==> config.mk <==
export PLATFORM = sky130hd
export DESIGN_NAME = psdt_top
export DESIGN_NICKNAME = d
export VERILOG_FILES = /design/src/verilog/psdt_glitch.v /design/src/verilog/psdt_top.v
export VERILOG_INCLUDE_DIRS = /design/src /design/src/verilog
export SDC_FILE = /design/constraint.sdc
export NUM_CORES = 1
export LEC_CHECK = 0
export BUFFER_PORTS_ARGS = -buffer_cell sky130_fd_sc_hd__buf_2
export CAP_MARGIN = 15
export CORE_MARGIN = 1
export CORE_UTILIZATION = 56
export DETAILED_ROUTE_END_ITERATION = 6
export PLACE_DENSITY = 0.77
export SYNTH_ARGS = -nofsm -noshare
export SYNTH_HDL_FRONTEND = slang
export SYNTH_HIERARCHICAL = 1
export SYNTH_SLANG_ARGS = --single-unit
==> constraint.sdc <==
create_clock -name sys_clk -period 4.37 [get_ports sys_clk]
set_input_delay 0.437 -clock sys_clk [delete_from_list [all_inputs] [get_ports sys_clk]]
set_output_delay 0.437 -clock sys_clk [all_outputs]
set_load 0.01 [all_outputs]
==> src/verilog/psdt_map.vh <==
// Constants of the sequence delay timer: timing figures, counts and field layouts.
`ifndef PSDT_MAP_VH
`define PSDT_MAP_VH
`define PSDT_CLK_HZ 25000000
`define PSDT_T_100MS_MS 100
`define PSDT_T_500MS_MS 500
`define PSDT_T_1S_MS 1000
`define PSDT_T_5S_MS 5000
`define PSDT_T_POR_MS 50
`define PSDT_T_NVW_MS 5
`define PSDT_T_GLITCH_NS 50
`define PSDT_CYC_PER_MS (`PSDT_CLK_HZ / 1000)
`define PSDT_CYC_100MS (`PSDT_T_100MS_MS * `PSDT_CYC_PER_MS)
`define PSDT_CYC_500MS (`PSDT_T_500MS_MS * `PSDT_CYC_PER_MS)
`define PSDT_CYC_1S (`PSDT_T_1S_MS * `PSDT_CYC_PER_MS)
`define PSDT_CYC_5S (`PSDT_T_5S_MS * `PSDT_CYC_PER_MS)
`define PSDT_CYC_POR (`PSDT_T_POR_MS * `PSDT_CYC_PER_MS)
`define PSDT_CYC_NVW (`PSDT_T_NVW_MS * `PSDT_CYC_PER_MS)
`define PSDT_CYC_GLITCH ((`PSDT_T_GLITCH_NS * (`PSDT_CLK_HZ / 1000000) + 999) / 1000)
`define PSDT_SEL_DEFAULT 2'h0
`define PSDT_CFG_DEFAULT 8'h00
`define PSDT_CFG_RST_LSB 0
`define PSDT_CFG_CH0_LSB 2
`define PSDT_CFG_CH1_LSB 4
`define PSDT_CFG_CH2_LSB 6
`define PSDT_ADDR_CFG 4'h0
`define PSDT_ADDR_STATUS 4'h4
`define PSDT_ADDR_NVSTAGE 4'h8
`endif

==> src/verilog/psdt_glitch.v <==
// Synchroniser and pulse filter for one serial bus input.
`timescale 1ns/1ps
`default_nettype none
module psdt_glitch #(
  parameter integer FILT_CYC = 2
) (
  input wire sys_clk,
  input wire resetn,
  input wire clk_en,
  input wire pin_in,
  output reg pin_out
);
  // --------------------------------------------------------------
  // Three-stage synchroniser, change seen when stages two and three agree.
  // --------------------------------------------------------------
  reg s1_r;
  reg s2_r;
  reg s3_r;
  reg [3:0] cnt_r;
  always @(posedge sys_clk) begin
    if (!resetn) begin
      s1_r <= 1'b1;
      s2_r <= 1'b1;
      s3_r <= 1'b1;
      cnt_r <= 4'h0;
      pin_out <= 1'b1;
    end else if (clk_en) begin
      s1_r <= pin_in;
      s2_r <= s1_r;
      s3_r <= s2_r;
      // A new level must persist FILT_CYC + 1 cycles before it is passed on.
      if (s2_r != s3_r || s3_r == pin_out) begin
        cnt_r <= 4'h0;
      end else if (cnt_r >= FILT_CYC[3:0] - 4'h1) begin
        pin_out <= s3_r;
        cnt_r <= 4'h0;
      end else begin
        cnt_r <= cnt_r + 4'h1;
      end
    end
  end
endmodule // psdt_glitch
`default_nettype wire

==> src/verilog/psdt_top.v <==
// Programmable sequence delay timer with Avalon-MM configuration port.
// Behaviour
// Reset release delay chosen by two-bit field.
// Each channel has own selectable sequencing delay.
// Stop after write starts timed nonvolatile write.
// Host waits write time or polls busy.
// Serial inputs ignore pulses under 50 ns.
// Reset delay starts once all goods active.
// Fixed power-on delay before any good output.
// Reset held until sequencing done, then delayed.
// Select fields loaded from nonvolatile store first.
`timescale 1ns/1ps
`default_nettype none
`include "psdt_map.vh"
module psdt_top #(
  parameter integer CYC_100MS = `PSDT_CYC_100MS,
  parameter integer CYC_500MS = `PSDT_CYC_500MS,
  parameter integer CYC_1S = `PSDT_CYC_1S,
  parameter integer CYC_5S = `PSDT_CYC_5S,
  parameter integer CYC_POR = `PSDT_CYC_POR,
  parameter integer CYC_NVW = `PSDT_CYC_NVW
) (
  input wire sys_clk,
  input wire resetn,
  input wire clk_en,
  input wire [3:0] avs_address,
  input wire avs_read,
  input wire avs_write,
  input wire [31:0] avs_writedata,
  output reg [31:0] avs_readdata,
  output reg avs_waitrequest,
  input wire [2:0] supply_ok,
  output reg [2:0] supply_good_delayed_output,
  output reg reset_out_n,
  input wire scl_in,
  input wire sda_in,
  output reg scl_filt,
  output reg sda_filt,
  output reg nv_busy
);
  // --------------------------------------------------------------
  // Functions
  // --------------------------------------------------------------
  function [27:0] sel_cycles;
    input [1:0] sel;
    begin
      case (sel)
        2'h0: sel_cycles = CYC_100MS[27:0];
        2'h1: sel_cycles = CYC_500MS[27:0];
        2'h2: sel_cycles = CYC_1S[27:0];
        default: sel_cycles = CYC_5S[27:0];
      endcase
    end
  endfunction

  // --------------------------------------------------------------
  // Bus input filters
  // --------------------------------------------------------------
  wire scl_f;
  wire sda_f;
  psdt_glitch #(.FILT_CYC(`PSDT_CYC_GLITCH)) u_scl (
    .sys_clk(sys_clk), .resetn(resetn), .clk_en(clk_en), .pin_in(scl_in), .pin_out(scl_f));
  psdt_glitch #(.FILT_CYC(`PSDT_CYC_GLITCH)) u_sda (
    .sys_clk(sys_clk), .resetn(resetn), .clk_en(clk_en), .pin_in(sda_in), .pin_out(sda_f));

  // --------------------------------------------------------------
  // Supply status synchroniser
  // --------------------------------------------------------------
  reg [2:0] ok1_r;
  reg [2:0] ok2_r;
  reg [2:0] ok3_r;
  reg [2:0] ok_r;
  always @(posedge sys_clk) begin
    if (!resetn) begin
      ok1_r <= 3'h0;
      ok2_r <= 3'h0;
      ok3_r <= 3'h0;
      ok_r <= 3'h0;
    end else if (clk_en) begin
      ok1_r <= supply_ok;
      ok2_r <= ok1_r;
      ok3_r <= ok2_r;
      ok_r <= (ok2_r & ok3_r) | (ok_r & (ok2_r | ok3_r));
    end
  end

  // --------------------------------------------------------------
  // Configuration, nonvolatile store and write cycle
  // --------------------------------------------------------------
  reg [7:0] nv_store_r;
  reg [7:0] nv_stage_r;
  reg [7:0] cfg_r;
  reg cfg_loaded_r;
  reg [27:0] nvw_cnt_r;
  reg sda_d_r;
  reg write_pend_r;
  wire stop_seen = scl_f && sda_f && !sda_d_r;
  wire bus_wr = avs_write && !avs_waitrequest;
  wire bus_rd = avs_read && !avs_waitrequest;
  always @(posedge sys_clk) begin
    if (!resetn) begin
      nv_store_r <= `PSDT_CFG_DEFAULT;
      nv_stage_r <= `PSDT_CFG_DEFAULT;
      cfg_r <= `PSDT_CFG_DEFAULT;
      cfg_loaded_r <= 1'b0;
      nvw_cnt_r <= 28'h0;
      nv_busy <= 1'b0;
      sda_d_r <= 1'b1;
      write_pend_r <= 1'b0;
    end else if (clk_en) begin
      sda_d_r <= sda_f;
      if (!cfg_loaded_r) begin
        cfg_r <= nv_store_r;
        cfg_loaded_r <= 1'b1;
      end
      if (bus_wr && avs_address == `PSDT_ADDR_CFG) begin
        cfg_r <= avs_writedata[7:0];
      end
      if (nv_busy) begin
        if (nvw_cnt_r == 28'h1) begin
          nv_busy <= 1'b0;
          nv_store_r <= nv_stage_r;
        end
        nvw_cnt_r <= nvw_cnt_r - 28'h1;
      end else if (write_pend_r && stop_seen) begin
        nv_busy <= 1'b1;
        nvw_cnt_r <= CYC_NVW[27:0];
        write_pend_r <= 1'b0;
      end
      // A new staged write in the cycle a stop is seen keeps its pending flag.
      if (bus_wr && avs_address == `PSDT_ADDR_NVSTAGE && !nv_busy) begin
        nv_stage_r <= avs_writedata[7:0];
        write_pend_r <= 1'b1;
      end
    end
  end

  // --------------------------------------------------------------
  // Sequencer
  // --------------------------------------------------------------
  localparam [1:0] ST_POR = 2'h0;
  localparam [1:0] ST_SEQ = 2'h1;
  localparam [1:0] ST_RST = 2'h2;
  localparam [1:0] ST_RUN = 2'h3;
  reg [1:0] st_r;
  reg [27:0] por_cnt_r;
  reg [27:0] rst_cnt_r;
  reg [27:0] ch_cnt_r [0:2];
  integer i;
  always @(posedge sys_clk) begin
    if (!resetn) begin
      st_r <= ST_POR;
      por_cnt_r <= 28'h0;
      rst_cnt_r <= 28'h0;
      for (i = 0; i < 3; i = i + 1) ch_cnt_r[i] <= 28'h0;
      supply_good_delayed_output <= 3'h0;
      reset_out_n <= 1'b0;
    end else if (clk_en) begin
      case (st_r)
        ST_POR: begin
          if (cfg_loaded_r) por_cnt_r <= por_cnt_r + 28'h1;
          if (por_cnt_r >= CYC_POR[27:0] - 28'h1) st_r <= ST_SEQ;
        end
        ST_SEQ: begin
          for (i = 0; i < 3; i = i + 1) begin
            if (!ok_r[i]) begin
              ch_cnt_r[i] <= 28'h0;
              supply_good_delayed_output[i] <= 1'b0;
            end else if (ch_cnt_r[i] >= sel_cycles(cfg_r[2*i+2 +: 2]) - 28'h1) begin
              supply_good_delayed_output[i] <= 1'b1;
            end else begin
              ch_cnt_r[i] <= ch_cnt_r[i] + 28'h1;
            end
          end
          if (&supply_good_delayed_output) begin
            st_r <= ST_RST;
            rst_cnt_r <= 28'h0;
          end
        end
        ST_RST: begin
          if (!(&ok_r)) begin
            st_r <= ST_SEQ;
          end else if (rst_cnt_r >= sel_cycles(cfg_r[1:0]) - 28'h1) begin
            reset_out_n <= 1'b1;
            st_r <= ST_RUN;
          end else begin
            rst_cnt_r <= rst_cnt_r + 28'h1;
          end
        end
        default: begin
          if (!(&ok_r)) begin
            reset_out_n <= 1'b0;
            st_r <= ST_SEQ;
          end
        end
      endcase
    end
  end

  // --------------------------------------------------------------
  // Avalon-MM slave: one wait cycle, then answer.
  // --------------------------------------------------------------
  always @(posedge sys_clk) begin
    if (!resetn) begin
      avs_waitrequest <= 1'b1;
      avs_readdata <= 32'h0;
      scl_filt <= 1'b1;
      sda_filt <= 1'b1;
    end else if (clk_en) begin
      scl_filt <= scl_f;
      sda_filt <= sda_f;
      avs_waitrequest <= !((avs_read || avs_write) && avs_waitrequest);
      if (avs_read && avs_waitrequest) begin
        case (avs_address)
          `PSDT_ADDR_CFG: avs_readdata <= {24'h0, cfg_r};
          `PSDT_ADDR_STATUS: avs_readdata <= {24'h0, nv_busy, write_pend_r, st_r,
                                               reset_out_n, supply_good_delayed_output};
          `PSDT_ADDR_NVSTAGE: avs_readdata <= {24'h0, nv_store_r};
          default: avs_readdata <= 32'h0;
        endcase
      end
    end
  end
  wire unused_ok = bus_rd;
endmodule // psdt_top
`default_nettype wire

# Word level (Yosys, flattened, before mapping)
# Memories as Yosys holds them, arrays and structs flattened.
# Cells that the tools add are included.
# W data, S select, Z words.
# word_totals
inputBits	46
out_inout_bits	40
n_memories	1
mem_bits_rw	84
ff_bits	180
# memory_table
memory	words	width	rd	rd_ports_with_merged_regs	write_ports	line	rtl
ch_cnt_r	3	28	3	0	3	psdt_top.v:148	reg [27:0] ch_cnt_r [0:2];
# classes
add_sub_neg	12
order_cmp	7
n_reduce_logical	43
mux	95
eq_ne	30
bitwise_logic	13
# op_table
cell	n
$mux W28	27
$pmux W27 S3	4
$add A28 B1 Y28 const B	5
$sub A28 B1 Y28 const B	5
$ge A28 B28 Y1	4
$pmux W28 S2	1
$mux W1	49
$reduce_and A3 Y1	10
$eq A28 B1 Y1 const B	1
$ge A28 B21 Y1 const B	1
$pmux W8 S3	1
$mux W4	4
$mux W8	2
$reduce_and A5 Y1	3
$ne A2 B1 Y1 const B	6
$eq A2 B1 Y1 const B	5
$eq A2 B2 Y1 const B	5
$logic_not A2 Y1	5
$mux W2	5
$ne A2 B2 Y1 const B	5
$logic_and A1 B1 Y1	9
$add A4 B1 Y4 const B	2
$ge A4 B1 Y1 const B	2
$reduce_and A2 Y1	4
17 further kinds	35

# Logic depth before layout (Yosys ltp)
# logic_depth
word_depth	15
mapped_depth	15

# Cells and area by module
# Netlist, hierarchy kept.
# modules_own_cells
module	instances	seq_area_each_um2	cells_per_inst	area_per_inst_um2
psdt_top	1	5325.1	1445	13215.2
psdt_glitch	2	160.2	37	394.1

# Worst setup path after synthesis
# Ideal clock, no wire load.
# synth_path
kind	reg2reg
from	register cfg_r[6]
to	memory ch_cnt_r[2][0], enable pin
n_path_buf	0
arrival_ns	4.087
path_slack_ns	-0.169
stages_incl_launch_ff	11
period_less_slack_ns	4.539
setup_ns	0.452
path_cell_list	dfxtp_1 ha_1 inv_1 ha_1 a21o_1 a2111o_1 a21oi_1 o31ai_1 nor3_1 nor2_1 o21ai_0
# synth_rtl
item	line	rtl
from (decl)	psdt_top.v:92	reg [7:0] cfg_r;
from (signal assigned)	psdt_top.v:104	cfg_r <= `PSDT_CFG_DEFAULT;
from (signal assigned)	psdt_top.v:113	cfg_r <= nv_store_r;
from (signal assigned)	psdt_top.v:117	cfg_r <= avs_writedata[7:0];
to (decl)	psdt_top.v:148	

# Worst setup path in the final report
# layout_path
from	register cfg_r[0]
to	register rst_cnt_r[19]
# layout_via
elab_chain_len	10
word_cells_on_any_way	12
cone_classes	add/sub: 1; order compare: 1; eq/ne: 3; mux: 5; reduce/logical: 2
# layout_rtl
item	line	rtl
$eq A2 B2 Y1 (tied with other cells)	psdt_top.v:47	case (sel)
$pmux W27 S3 (*)	psdt_top.v:47	
$mux W28 (*)	psdt_top.v:181	if (!(&ok_r)) begin
$mux W28 (*)	psdt_top.v:159	case (st_r)
$mux W28 (*)	psdt_top.v:158	end else if (clk_en) begin
$mux W28 (*)	psdt_top.v:151	if (!resetn) begin
$sub A28 B1 Y28 (*)	psdt_top.v:183	end else if (rst_cnt_r >= sel_cycles(cfg_r[1:0]) - 28'h1) begin
$ge A28 B28 Y1 (*)	psdt_top.v:183	
$ne A2 B2 Y1 (no source line) (*)	--	
$reduce_and A5 Y1 (no source line) (*)	--	
to (signal assigned)	psdt_top.v:187	rst_cnt_r <= rst_cnt_r + 28'h1;
to (decl)	psdt_top.v:147	reg [27:0] rst_cnt_r;
# Mark *: on every way between the ends. The rest lies on a longest branch, timed or not. The select of a mux whose other input is x is not followed.
# A chain may end at the register's enable or synchronous reset.

==> reports/metrics.csv <==
stage;metric;value;unit
synth;Syn Std Cell Area;14000;um2
synth;post-synthesis sequential area ratio;40.3;%
pwr;maximum VDD drop;0.315;mV
critical_path;CP cell instances;inv_1 -> ha_1 -> nor2_1 -> xor2_1 -> nand2_1 -> ha_1 -> a211oi_1 -> o21a_1 -> o21ai_0 -> a31o_2 -> o21a_1 -> buf_12 -> or4_1 -> a21oi_1;
detailed_routing;WL final;29800;um
clock_tree;post_cts resized;0;
critical_path;slowest CP cell;or4_1;
critical_path;Setup crit end;rst_cnt_r[19]$_SDFFE_PN0P_;
clock_tree;Root Driver;clkbuf_16;
pwr;total power;5.05;mW
timing;Setup Skew;11.4;ps
critical_path;CP startpoint;cfg_r[0]$_SDFFE_PN0P_;
timing;worst-margin pin slew;1070;ps
timing;setup TNS;0;ps
finish;Layout area overhead;9.51;%
clock_tree;CTS max path bufs;3;
timing;Max-slew headroom;27.9;%
timing;Setup Viol. Count Final;0;
critical_path;Setup crit start kind;flop;
floorplan;I/O Pins;86;
clock_tree;clock sinks;240;
critical_path;Reg2Reg Launch Point;cfg_r[0]$_SDFFE_PN0P_;
detailed_routing;drt first pass iters;4;
finish;proportion of layout cells with a drive suffix above 1;7.11;%
critical_path;CP max FO;27;
synth;count of different cell masters after synthesis;65;
critical_path;Worst path depth;14;
critical_path;Crit Path Category;reg -> reg;
synth;yosys warns;6;
grt;number of global-route vias before repair;10474;
clock_tree;TritonCTS clock tree;done;
flow_run;maxcap violations;0;
grt;global route overflow;0;
place;Detailed Place HPWL;21000;um
pwr;Power Density;329;nW/um2
grt;initial antenna violation count;4;
critical_path;Top delay family on crit path;compound AO/OA/AOI/OAI gates;
synth;Synth Flop Type;dfxtp_1;
critical_path;Reg2Reg Setup Slack;590;ps
place;RePlAce Congestion;0.828;
floorplan;Initial Util;57.4;%
clock_tree;Clock transition at path regs;60;ps
clock_tree;TritonCTS buffer count;28;
detailed_routing;via/cell ratio;5.84;
floorplan;die height;160;um
min_path;Hold Crit Class;in -> reg;
min_path;hold path cells;3;
detailed_routing;Antenna Nets Post-Route;0;
floorplan;Core Rows;57;
timing;period utilization;86.4;%
timing;Final Hold Violating Endpoints;0;
timing;Slew Limit Fails;0;
clock_tree;clk_lat worst skew;550;ps
floorplan;Die W;160;um
synth;Avg Inst Size Synth;9.22;um2
grt;first-pass GRT wire length;50300;um
finish;NumNets Final;1730;
clock_tree;Post-CTS Hold Fix Bufs;0;
floorplan;Die ar.;25600;um2
detailed_routing;wire per inst;15.7;um
synth;synthesis-stage register bit count;240;
place;Port Buf Inserts;37;
detailed_routing;vias post-DR;11114;
critical_path;Worst path max stage delay;500;ps
critical_path;endpoint class of the critical path;flop;
timing;minimum clock period;3780;ps
floorplan;area of the core;24400;um2
timing;Max Fclk;0.265;GHz
grt;maximum number of pins on one net before global-route repair;95;
critical_path;crit path buf inv count;2;
outcome;outcome;finished, final reports clean;
detailed_routing;DRC violation total after the first TritonRoute iteration;741;
clock_tree;Setup Fix Bufs, Post-CTS;0;
synth;Post-synth EDFFs;84;
synth;asr flop ratio synth;0;%
timing;RSZ-0062 raised after global routing;no;
synth;Post-Syn Instances;1519;
pwr;Leak;6.12;nW
critical_path;CP required;4840;ps
detailed_routing;# DRC;0;
finish;fill count;2049;
finish;post-layout util;62.9;%
clock_tree;H-tree depth;1;
grt;Total GRT Usage;23.2;%
critical_path;r2r worst-path depth;14;
critical_path;Worst EP arrival;4250;ps
critical_path;FF-to-FF End;rst_cnt_r[19]$_SDFFE_PN0P_;
## worst min path at each step
stage                              endpoint  slack, ps                  start
floorplan              ok_r[0]$_SDFFE_PN0P_        440  ok3_r[0]$_SDFFE_PN0P_
global placement       ok_r[1]$_SDFFE_PN0P_        440  ok3_r[1]$_SDFFE_PN0P_
detailed placement     ok_r[0]$_SDFFE_PN0P_        450  ok3_r[0]$_SDFFE_PN0P_
CTS                 u_scl/s1_r$_SDFFE_PN1P_         80                 scl_in
global route        u_scl/s1_r$_SDFFE_PN1P_         90                 scl_in
finish              u_scl/s1_r$_SDFFE_PN1P_        110                 scl_in
## logic make-up after synthesis
group / count (synthesis) / synth area share, %
buffers and inverters: 129 / 4.18
AOI/OAI and AO/OA: 253 / 11.5
DFF: 240 / 40.3
adders and majority gates: 129 / 11.5
other: 2 / 0.0536
muxes: 54 / 3.88
and+or+nand+nor: 604 / 21.7
xor gates and xnor gates: 108 / 6.75
## area by class of cell
class,instances,area [um2],share of cell area [%]
clock buffers,40,787,5.13
clock inverters,11,91.3,0.596
diodes,3,7.51,0.0490
well taps,324,405,2.64
repair buffers,50,295,1.93
inverters,55,208,1.35
multi-input cells,1180,7900,51.5
flip-flops and latches,240,5650,36.8
## synth_stat cells, types with 30 or more instances
| master | count | share of area (%) |
|---|---|---|
| nand4_1 | 38 | 1.7 |
| xnor2_1 | 30 | 1.9 |
| inv_1 | 55 | 1.5 |
| edfxtp_1 | 84 | 18 |
| dfxtp_1 | 156 | 22 |
| a21oi_1 | 83 | 3.0 |
| clkbuf_1 | 42 | 1.1 |
| o21ai_0 | 50 | 1.8 |
| and3_1 | 34 | 1.5 |
| ha_1 | 129 | 12 |
| or3_1 | 31 | 1.4 |
| nand2_1 | 114 | 3.1 |
| nor2_1 | 203 | 5.4 |
| mux2i_1 | 52 | 3.7 |
| nand3_1 | 74 | 2.6 |
| xor2_1 | 78 | 4.9 |
## power by group
group          switching (mW)  internal (mW)  total [mW]  leakage (nW)
Sequential             0.0648           2.36        2.43          2.06
Combinational           0.236          0.158       0.394          3.63
Clock                   0.916           1.31        2.23         0.433
Total                    1.22           3.83        5.05          6.12
## worst reg2reg max path, delay by kind of cell (launching register included)
| kind | cells | cell delay (ps) |
|---|---|---|
| adder cells (fa/ha/maj) | 2 | 530 |
| XOR/XNOR | 1 | 150 |
| flip-flops | 1 | 460 |
| AND/OR/NAND/NOR | 3 | 710 |
| AO/OA/AOI/OAI | 6 | 1410 |
| buffers and inverters | 2 | 430 |
## per-layer routing
layer  share of wire (%)  GRT usage (%)  vias to the layer above
li1                    -              -                     5526
met1                  47           31.9                     5334
met2                  46           37.7                      208
met3                 4.6           3.51                       44
met4                 1.9           6.49                        2
met5               0.037              0                        -
## cell usage in the layout (no fill, tap or decap), types with 12 or more instances in the layout
master / synthesis / final
a21o_1: 24 / 24
a211oi_1: 13 / 13
inv_1: 55 / 54
and3_1: 34 / 34
dfxtp_1: 156 / 156
ha_1: 129 / 129
nand3_1: 74 / 74
and4_1: 23 / 23
conb_1: 2 / 32
nand4_1: 38 / 38
or3_1: 31 / 31
nor4_1: 12 / 12
o21ai_0: 50 / 49
or4_1: 17 / 17
nand2_1: 114 / 114
buf_2: 3 / 37
nor2_1: 203 / 203
xnor2_1: 30 / 30
a21oi_1: 83 / 83
edfxtp_1: 84 / 84
clkbuf_16: 0 / 29
xor2_1: 78 / 78
buf_4: 26 / 12
mux2i_1: 52 / 52
## state kept, by name, summed over array words and instances, names as in the netlist, 2 cells and up
name                        flops
ok3_r                           3
ok2_r                           3
u_scl/cnt_r                     4
nvw_cnt_r                      28
ok_r                            3
cfg_r                           8
ch_cnt_r                       84
st_r                            2
por_cnt_r                      28
rst_cnt_r                      28
u_sda/cnt_r                     4
avs_readdata                    8
supply_good_delayed_output      3
nv_stage_r                      8
ok1_r                           3
nv_store_r                      8
## metrics by stage
step	setup WS, ps	instances	hold slack (ps)	instance area, um2
2_1_floorplan	584	1549	436	14100
3_3_place_gp	707	1848	442	14400
3_5_place_dp	643	1848	454	14400
4_1_cts	617	1899	81.4	15300
5_1_grt	397	1901	94.2	15300
6_report	595	1903	107	15300
(Power assumes the default switching activity.)
